### src/shared/efcf_pkg.sv
// Constants shared by the event flag clear and force block.
package efcf_pkg;
  localparam int unsigned ADDR_W       = 5;
  localparam int unsigned DATA_W       = 32;
  localparam int unsigned REG_W        = 16;
  localparam logic [4:0]  OFS_SELECT   = 5'h00;
  localparam logic [4:0]  OFS_LATCH    = 5'h04;
  localparam logic [4:0]  OFS_CLEAR    = 5'h08;
  localparam logic [4:0]  OFS_FORCE    = 5'h0c;
  localparam logic [4:0]  OFS_STATUS   = 5'h10;
  localparam logic [4:0]  OFS_MASK     = 5'h14;
  localparam int unsigned BIT_IRQ      = 0;
  localparam int unsigned BIT_CONV_A   = 2;
  localparam int unsigned BIT_CONV_B   = 3;
  localparam logic [3:0]  FLAG_MASK    = 4'hd;
  localparam logic [3:0]  SELECT_RESET = 4'h0;
  localparam logic [3:0]  LATCH_RESET  = 4'h0;
  localparam logic [31:0] UNMAPPED_VAL = 32'h0000_0000;
endpackage
### src/shared/efcf_evt_if.sv
// Event strobes passed from the register slave to the flag core.
`timescale 1ns/10ps
`default_nettype none
interface efcf_evt_if;
  logic [3:0] set_evt;   // Hardware or forced set per flag.
  logic [3:0] clr_evt;   // Write-one clear per flag.
  logic [3:0] enable;    // Source enables.
  logic [3:0] flags;     // Latched flags.
  logic       irq_pulse; // Interrupt pulse.
  logic       a_pulse;   // Conversion start A pulse.
  logic       b_pulse;   // Conversion start B pulse.
  modport core (input set_evt, clr_evt, enable,
                output flags, irq_pulse, a_pulse, b_pulse);
  modport regs (output set_evt, clr_evt, enable,
                input flags, irq_pulse, a_pulse, b_pulse);
endinterface
`default_nettype wire

### src/hw/efcf_flag_core.sv
// Flag latching, pulse generation and pending interrupt logic.
`timescale 1ns/10ps
`default_nettype none
module efcf_flag_core (
  input wire logic clock, // System clock.
  input wire logic rst,   // Synchronous reset, active high.
  efcf_evt_if.core ev     // Event strobes and flags.
);
  logic [3:0] flag_q, flag_d;
  logic       pend_q, pend_d;
  logic       irq_q, irq_d, a_q, a_d, b_q, b_d;
  logic       irq_ev, irq_fire;

  assign irq_ev   = ev.set_evt[efcf_pkg::BIT_IRQ] & ev.enable[efcf_pkg::BIT_IRQ];
  // Fire only when the flag is clear or being cleared this cycle.
  assign irq_fire = (irq_ev | pend_q) &
                    (~flag_q[efcf_pkg::BIT_IRQ] | ev.clr_evt[efcf_pkg::BIT_IRQ]);

  always_comb begin
    flag_d = (flag_q & ~ev.clr_evt) | ev.set_evt; // see R1 see R2 see R5
    flag_d[efcf_pkg::BIT_IRQ] = irq_fire |
      (flag_q[efcf_pkg::BIT_IRQ] & ~ev.clr_evt[efcf_pkg::BIT_IRQ]) |
      ev.set_evt[efcf_pkg::BIT_IRQ]; // see R3
    flag_d = flag_d & efcf_pkg::FLAG_MASK;
    // At most one event is held while the flag is set.
    pend_d = irq_fire ? (irq_ev & pend_q) : (pend_q | irq_ev);
    irq_d  = irq_fire;
    a_d    = ev.set_evt[efcf_pkg::BIT_CONV_A] &
             ev.enable[efcf_pkg::BIT_CONV_A];                   // see R6
    b_d    = ev.set_evt[efcf_pkg::BIT_CONV_B] &
             ev.enable[efcf_pkg::BIT_CONV_B];                   // see R5
  end

  always_ff @(posedge clock) begin
    if (rst) begin
      flag_q <= efcf_pkg::LATCH_RESET;
      pend_q <= 1'b0;
      irq_q  <= 1'b0;
      a_q    <= 1'b0;
      b_q    <= 1'b0;
    end else begin
      flag_q <= flag_d;
      pend_q <= pend_d;
      irq_q  <= irq_d;
      a_q    <= a_d;
      b_q    <= b_d;
    end
  end

  assign ev.flags     = flag_q;
  assign ev.irq_pulse = irq_q;
  assign ev.a_pulse   = a_q;
  assign ev.b_pulse   = b_q;

  a_irq_no_repeat: assert property (@(posedge clock) disable iff (rst)
    irq_q |-> !irq_fire || ev.clr_evt[efcf_pkg::BIT_IRQ])
    else $error("interrupt fired while flag set");
  a_a_pulse_set: assert property (@(posedge clock) disable iff (rst)
    a_q |-> flag_q[efcf_pkg::BIT_CONV_A])
    else $error("pulse A without flag");
endmodule
`default_nettype wire

### src/hw/efcf_top.sv
// Avalon-MM register slave with interrupt status around the flag core.
//
// The Avalon-MM interface to the registers and the address map were chosen for this implementation.
`timescale 1ns/10ps
`default_nettype none
// What this block does
// A written 1 in bit 3 of the clear register drops the conversion start B flag.
// A written 1 in bit 2 of the clear register drops the conversion start A flag.
// A written 1 in bit 0 of the clear register drops the interrupt flag and re-arms interrupts.
// Clear bits written 0 change nothing and every clear bit reads 0.
// A written 1 in force bit 3 sets flag B and pulses output B only if B is enabled.
// A written 1 in force bit 2 sets flag A and pulses output A only if A is enabled.
// A written 1 in force bit 0 sets the interrupt flag and interrupts only if enabled.
// Force bits written 0 are ignored and every force bit reads 0.
// Software masks interrupts, sets up, clears stale flags, then unmasks.
// No new interrupt while its flag is set, with one event held until cleared.
// A conversion start pulse fires once per enabled set event, whether or not its flag is already set.
// Reserved bits of clear and force read 0 and ignore writes.
module efcf_top #(
  parameter int unsigned ADDR_W = efcf_pkg::ADDR_W
) (
  input  wire logic              clock,            // System clock.
  input  wire logic              rst,              // Synchronous reset.
  input  wire logic [ADDR_W-1:0] avs_address,      // Byte address.
  input  wire logic              avs_read,         // Read request.
  input  wire logic              avs_write,        // Write request.
  input  wire logic [31:0]       avs_writedata,    // Write data.
  input  wire logic [3:0]        avs_byteenable,   // Byte enables.
  output logic      [31:0]       avs_readdata,     // Read data.
  output logic                   avs_waitrequest,  // Stall.
  input  wire logic              hw_irq_evt,       // Interrupt source event.
  input  wire logic              hw_conv_a_evt,    // Conversion A event.
  input  wire logic              hw_conv_b_evt,    // Conversion B event.
  output logic                   conv_start_a_out, // Conversion A pulse.
  output logic                   conv_start_b_out, // Conversion B pulse.
  output logic                   irq_out           // Level interrupt.
);
  efcf_evt_if ev ();
  logic [3:0]  sel_q, sel_d, stat_q, stat_d, mask_q, mask_d;
  logic [31:0] rd_q, rd_d;
  logic        ack_q, ack_d;
  logic        wr_go, rd_go, lo_en;
  logic [3:0]  clr_w, frc_w;
  logic [ADDR_W-1:0] ofs_stat, ofs_mask;

  // Status and mask sit after the four flag registers.
  assign ofs_stat = ADDR_W'(efcf_pkg::OFS_STATUS);
  assign ofs_mask = ADDR_W'(efcf_pkg::OFS_MASK);
  assign lo_en = avs_byteenable[0];
  assign wr_go = avs_write & ~ack_q;
  assign rd_go = avs_read & ~ack_q;
  assign clr_w = (wr_go && lo_en && avs_address == efcf_pkg::OFS_CLEAR) ?
                 (avs_writedata[3:0] & efcf_pkg::FLAG_MASK) : 4'h0; // see R4
  assign frc_w = (wr_go && lo_en && avs_address == efcf_pkg::OFS_FORCE) ?
                 (avs_writedata[3:0] & efcf_pkg::FLAG_MASK) : 4'h0; // see R8

  assign ev.clr_evt = clr_w; // see R1 see R2
  assign ev.set_evt = frc_w |
    {hw_conv_b_evt, hw_conv_a_evt, 1'b0, hw_irq_evt};             // see R5 see R6
  assign ev.enable  = sel_q;

  efcf_flag_core u_core (
    .clock (clock),
    .rst   (rst),
    .ev    (ev)
  );

  always_comb begin
    sel_d  = sel_q;
    mask_d = mask_q;
    stat_d = stat_q;
    rd_d   = rd_q;
    ack_d  = (avs_read | avs_write) & ~ack_q;
    if (wr_go && lo_en && avs_address == efcf_pkg::OFS_SELECT) begin
      sel_d = avs_writedata[3:0] & efcf_pkg::FLAG_MASK;
    end
    if (wr_go && lo_en && avs_address == ofs_mask) begin
      mask_d = avs_writedata[3:0] & efcf_pkg::FLAG_MASK;
    end
    if (rd_go) begin
      case (avs_address)
        efcf_pkg::OFS_SELECT: rd_d = {28'h0, sel_q};
        efcf_pkg::OFS_LATCH:  rd_d = {28'h0, ev.flags};
        efcf_pkg::OFS_CLEAR:  rd_d = 32'h0;
        efcf_pkg::OFS_FORCE:  rd_d = 32'h0;
        default: begin
          if (avs_address == ofs_stat) begin
            rd_d = {28'h0, stat_q};
          end else if (avs_address == ofs_mask) begin
            rd_d = {28'h0, mask_q};
          end else begin
            rd_d = efcf_pkg::UNMAPPED_VAL;
          end
        end
      endcase
    end
    // Read of status clears it, but a new event in the same cycle wins.
    if (rd_go && avs_address == ofs_stat) begin
      stat_d = 4'h0;
    end
    stat_d = stat_d | {ev.b_pulse, ev.a_pulse, 1'b0, ev.irq_pulse};
  end

  always_ff @(posedge clock) begin
    if (rst) begin
      sel_q  <= efcf_pkg::SELECT_RESET;
      mask_q <= 4'h0;
      stat_q <= 4'h0;
      rd_q   <= 32'h0;
      ack_q  <= 1'b0;
    end else begin
      sel_q  <= sel_d;
      mask_q <= mask_d;
      stat_q <= stat_d;
      rd_q   <= rd_d;
      ack_q  <= ack_d;
    end
  end

  assign avs_waitrequest  = (avs_read | avs_write) & ~ack_q;
  assign avs_readdata     = rd_q;
  assign conv_start_a_out = ev.a_pulse;
  assign conv_start_b_out = ev.b_pulse;
  assign irq_out          = |(stat_q & mask_q);

  a_clear_drops: assert property (@(posedge clock) disable iff (rst)
    (clr_w[2] && !ev.set_evt[2]) |=> !ev.flags[2])
    else $error("clear A did not drop flag");
  a_clear_b_drops: assert property (@(posedge clock) disable iff (rst)
    (clr_w[3] && !ev.set_evt[3]) |=> !ev.flags[3])
    else $error("clear B did not drop flag");
  a_force_a_set: assert property (@(posedge clock) disable iff (rst)
    frc_w[2] |=> ev.flags[2] && (conv_start_a_out == $past(sel_q[2])))
    else $error("force A wrong");
  a_force_b_set: assert property (@(posedge clock) disable iff (rst)
    frc_w[3] |=> ev.flags[3] && (conv_start_b_out == $past(sel_q[3])))
    else $error("force B wrong");
  a_force_irq_set: assert property (@(posedge clock) disable iff (rst)
    frc_w[0] |=> ev.flags[0])
    else $error("force interrupt did not set flag");
  a_clr_reads_zero: assert property (@(posedge clock) disable iff (rst)
    (rd_go && avs_address == efcf_pkg::OFS_CLEAR) |=> avs_readdata == 32'h0)
    else $error("clear register read nonzero");
  a_frc_reads_zero: assert property (@(posedge clock) disable iff (rst)
    (rd_go && avs_address == efcf_pkg::OFS_FORCE) |=> avs_readdata == 32'h0)
    else $error("force register read nonzero");
  a_rsvd_flags_zero: assert property (@(posedge clock) disable iff (rst)
    ev.flags[1] == 1'b0)
    else $error("reserved flag set");
  a_irq_rearm: assert property (@(posedge clock) disable iff (rst)
    (clr_w[0] && !ev.set_evt[0]) |=> !ev.flags[0] || ev.irq_pulse)
    else $error("interrupt clear failed");
endmodule
`default_nettype wire

### config.mk
export PLATFORM = sky130hd
export DESIGN_NAME = efcf_top
export DESIGN_NICKNAME = d
export VERILOG_FILES = /design/src/shared/efcf_pkg.sv /design/src/shared/efcf_evt_if.sv /design/src/hw/efcf_flag_core.sv /design/src/hw/efcf_top.sv
export SDC_FILE = /design/constraint.sdc
export NUM_CORES = 1
export LEC_CHECK = 0
export ABC_AREA = 1
export BUFFER_PORTS_ARGS = -buffer_cell sky130_fd_sc_hd__buf_4
export CAP_MARGIN = 20
export CELL_PAD_IN_SITES_DETAIL_PLACEMENT = 1
export CELL_PAD_IN_SITES_GLOBAL_PLACEMENT = 1
export CORE_UTILIZATION = 27
export CTS_BUF_LIST = sky130_fd_sc_hd__clkbuf_16
export DETAILED_ROUTE_END_ITERATION = 6
export HOLD_SLACK_MARGIN = 0.06
export PLACE_DENSITY_LB_ADDON = 0.1
export SLEW_MARGIN = 20
export SYNTH_ARGS = -nofsm -noshare
export SYNTH_HDL_FRONTEND = slang
export SYNTH_SLANG_ARGS = --single-unit
### constraint.sdc
create_clock -name clock -period 2.18 [get_ports clock]
set_input_delay 0.109 -clock clock [delete_from_list [all_inputs] [get_ports clock]]
set_output_delay 0.109 -clock clock [all_outputs]
set_load 0.01 [all_outputs]
==> summary.md <==
| Metric | Value |
|---|---|
| DR vias | `981` |
| Post-synthesis sequential area ratio | `35.32%` |
| Slew Limit Fails | `0` |
| Slowest-stage cell, CP | `nor2_1` |
| Clock transition at the registers of the reported paths | `0.06 ns` |
| Die Y-Extent | `66.80 µm` |
| Critical-path cell list | `nor2_1, inv_1, nand2_1, buf_4` |
| Peak supply drop | `0.3550 mV` |
| Layout area overhead | `16.78%` |
| WP buf/inv | `2` |
| Final wirelength | `2714 µm` |
| Crit share post-route | `61.47%` |
| Setup TNS Final | `0 ns` |
| CP Max Fanout | `8` |
| Flops & latches, synth | `20` |
| Detail Placement HPWL | `2276 µm` |
| Non-Filler Instances | `240` |
| Synth unique cells | `18` |
| Smallest hold slack | `0.1300 ns` |
| Core Region | `4029 µm²` |
| H-tree levels | `1` |
| Hold-fix buffers at CTS | `0` |
| Ys Warns | `0` |
| First-pass GRT wire length | `4416 µm` |
| Die ar. | `4462 µm²` |
| Drt first pass iters | `2` |
| Gpl congestion | `0.7347` |
| RSZ-0062 raised after global routing | `false` |
| Via density per instance | `4.088` |
| Design Power | `865.7 µW` |
| HP Class | `in2reg` |
| Cell count after synthesis | `166` |
| Post-route DRC | `0` |
| Clock root buffer master | `clkbuf_16` |
| Clock Tree Buf Depth | `2` |
| Total GRT Usage | `13.46%` |
| Most frequent cells in the layout | `nand2_1 (39), conb_1 (29), buf_4 (22)` |
| Initial core utilization | `28.14%` |
| Setup bufs post-CTS | `0` |
| Top cell type's share of synthesized area | `35.32%` |
| Hold Path Stages | `2` |
| CTS Sinks | `20` |
| Critical path capture point type | `output pin` |
| PD cells | `654.0 nW/µm²` |
| Port Buffers | `22` |
| CP top delay family | `simple AND/OR/NAND/NOR gates` |
| Worst Path Required | `2.07 ns` |
| CTS resizes | `0` |
| Fin. Hold Viols | `0` |
| Starting DRC count in detailed routing | `16` |
| Setup Skew | `0.003408 ns` |
| CTS tree | `built` |
| DIE WIDTH | `66.80 µm` |
| CP Depth | `4` |
| Synth area leaders | `dfxtp_1 (35%), buf_4 (19%), nand2_1 (13%)` |
| Vias in the first global route | `963` |
| Commonest non-fill, non-tap cell in the layout | `nand2_1` |
| CTS Buf Count | `3` |
| Status | `completed` |
| Diodes inserted | `0` |
| R2R depth | `8` |
| Type of origin of the critical path | `register` |
| Gr ovfl total | `0` |
| Largest net degree at the start of global routing | `12` |
| Leakage | `0.0006405 µW` |
| Mean Syn Cell Area | `6.829 µm²` |
| Worst skew pair latency | `0.25 ns` |
| Max Cap Viol | `0` |
| Post-layout min period | `1.340 ns` |
| Setup violations, final | `0` |
| Initial antenna violation count | `0` |
| Yosys top cell by area | `dfxtp_1` |
| Layout cells sized above 1 | `17.37%` |
| Final ANT Viol Nets | `0` |
| # fillers | `548` |
| Routed len/inst | `11.31 µm` |
| Placed cell count | `236` |
| Nets | `239` |
| Setup CP Type | `reg2out` |
| CP Data Arrival Time | `1.23 ns` |
| Max Freq | `746.2 MHz` |
| Syn Std Cell Area | `1134 µm²` |
| CP max stage delay | `0.37 ns` |
| Ports | `84` |
| Rows | `23` |
## worst register-to-register path: stages, from the launching register on
cell and delay [ns]:
dfxtp_1 0.31, inv_1 0.08, nand3_1 0.14, nor3_2 0.30
nand2_1 0.09, nand2_1 0.11, nand2_1 0.06, inv_1 0.05
nor2_1 0.03
## cell type report
class / count / area [µm²] / share of cell area [%]
multi-input combinational: 126 / 549.3 / 41.49
sequential: 20 / 400.4 / 30.25
timing repair buffer: 22 / 165.2 / 12.48
clock buffer: 3 / 75.07 / 5.671
inverter: 18 / 67.56 / 5.104
tap: 50 / 62.56 / 4.726
clock inverter: 1 / 3.754 / 0.2836
## synthesized netlist by cell type
cell type / count
buf_4: 29
o21bai_1: 2
o21ai_0: 9
nand2_1: 39
nor2_4: 1
conb_1: 1
inv_1: 17
nor3_1: 2
nor2_1: 18
nor2_2: 2
a21oi_1: 15
clkbuf_1: 1
nor3_2: 2
nand3_1: 4
inv_2: 1
nand2_2: 2
dfxtp_1: 20
o21ai_1: 1
## per-layer routing
metal / global-route usage (%) / vias up / share of wire [%]
met5: 0 / - / 0
met4: 3.191 / 0 / 0.55
met3: 3.767 / 2 / 4.5
met2: 23.99 / 23 / 51
met1: 15.69 / 451 / 44
li1: - / 505 / -
## worst paths after layout
path                              to  slack [ns]               start
setup reg to reg       u_core.pend_q        0.91               ack_q
hold / removal    u_core.ev.flags[3]        0.13                 rst
setup / recovery     avs_waitrequest        0.84               ack_q
hold reg to reg   u_core.ev.flags[3]        0.47  u_core.ev.flags[3]
## registers in the layout, summed over array words and instances, names as in the netlist
signal               flops
u_core.ev.irq_pulse      1
avs_readdata             3
u_core.ev.a_pulse        1
ack_q                    1
ev.enable                3
u_core.ev.b_pulse        1
mask_q                   3
stat_q                   3
u_core.ev.flags          3
u_core.pend_q            1
## cell families (layout without fill, tap and decap cells)
group	count (synthesis)	after routing	share of synthesized area, %
buffers and inverters	48	44	25.50
other	1	29	0.3308
flip-flops	20	20	35.32
AND/OR/NAND/NOR	70	70	26.49
AO/OA/AOI/OAI	27	27	12.36
## power by group
group | internal, µW | switching [µW]
sequential | 376 | 5.20
combinational | 37.7 | 69.1
clock | 244 | 134
total | 658 | 208
## through the flow
step	setup slack [ns]	utilization [%]	area, µm²
6_report	0.8399	32.86	1324
3_3_place_gp	0.9660	30.90	1245
5_1_grt	0.6742	32.86	1324
4_1_cts	0.8204	32.86	1324
2_1_floorplan	1.172	-	1239
3_5_place_dp	0.8952	30.90	1245
No activity file was read; power rests on OpenSTA's default activity.
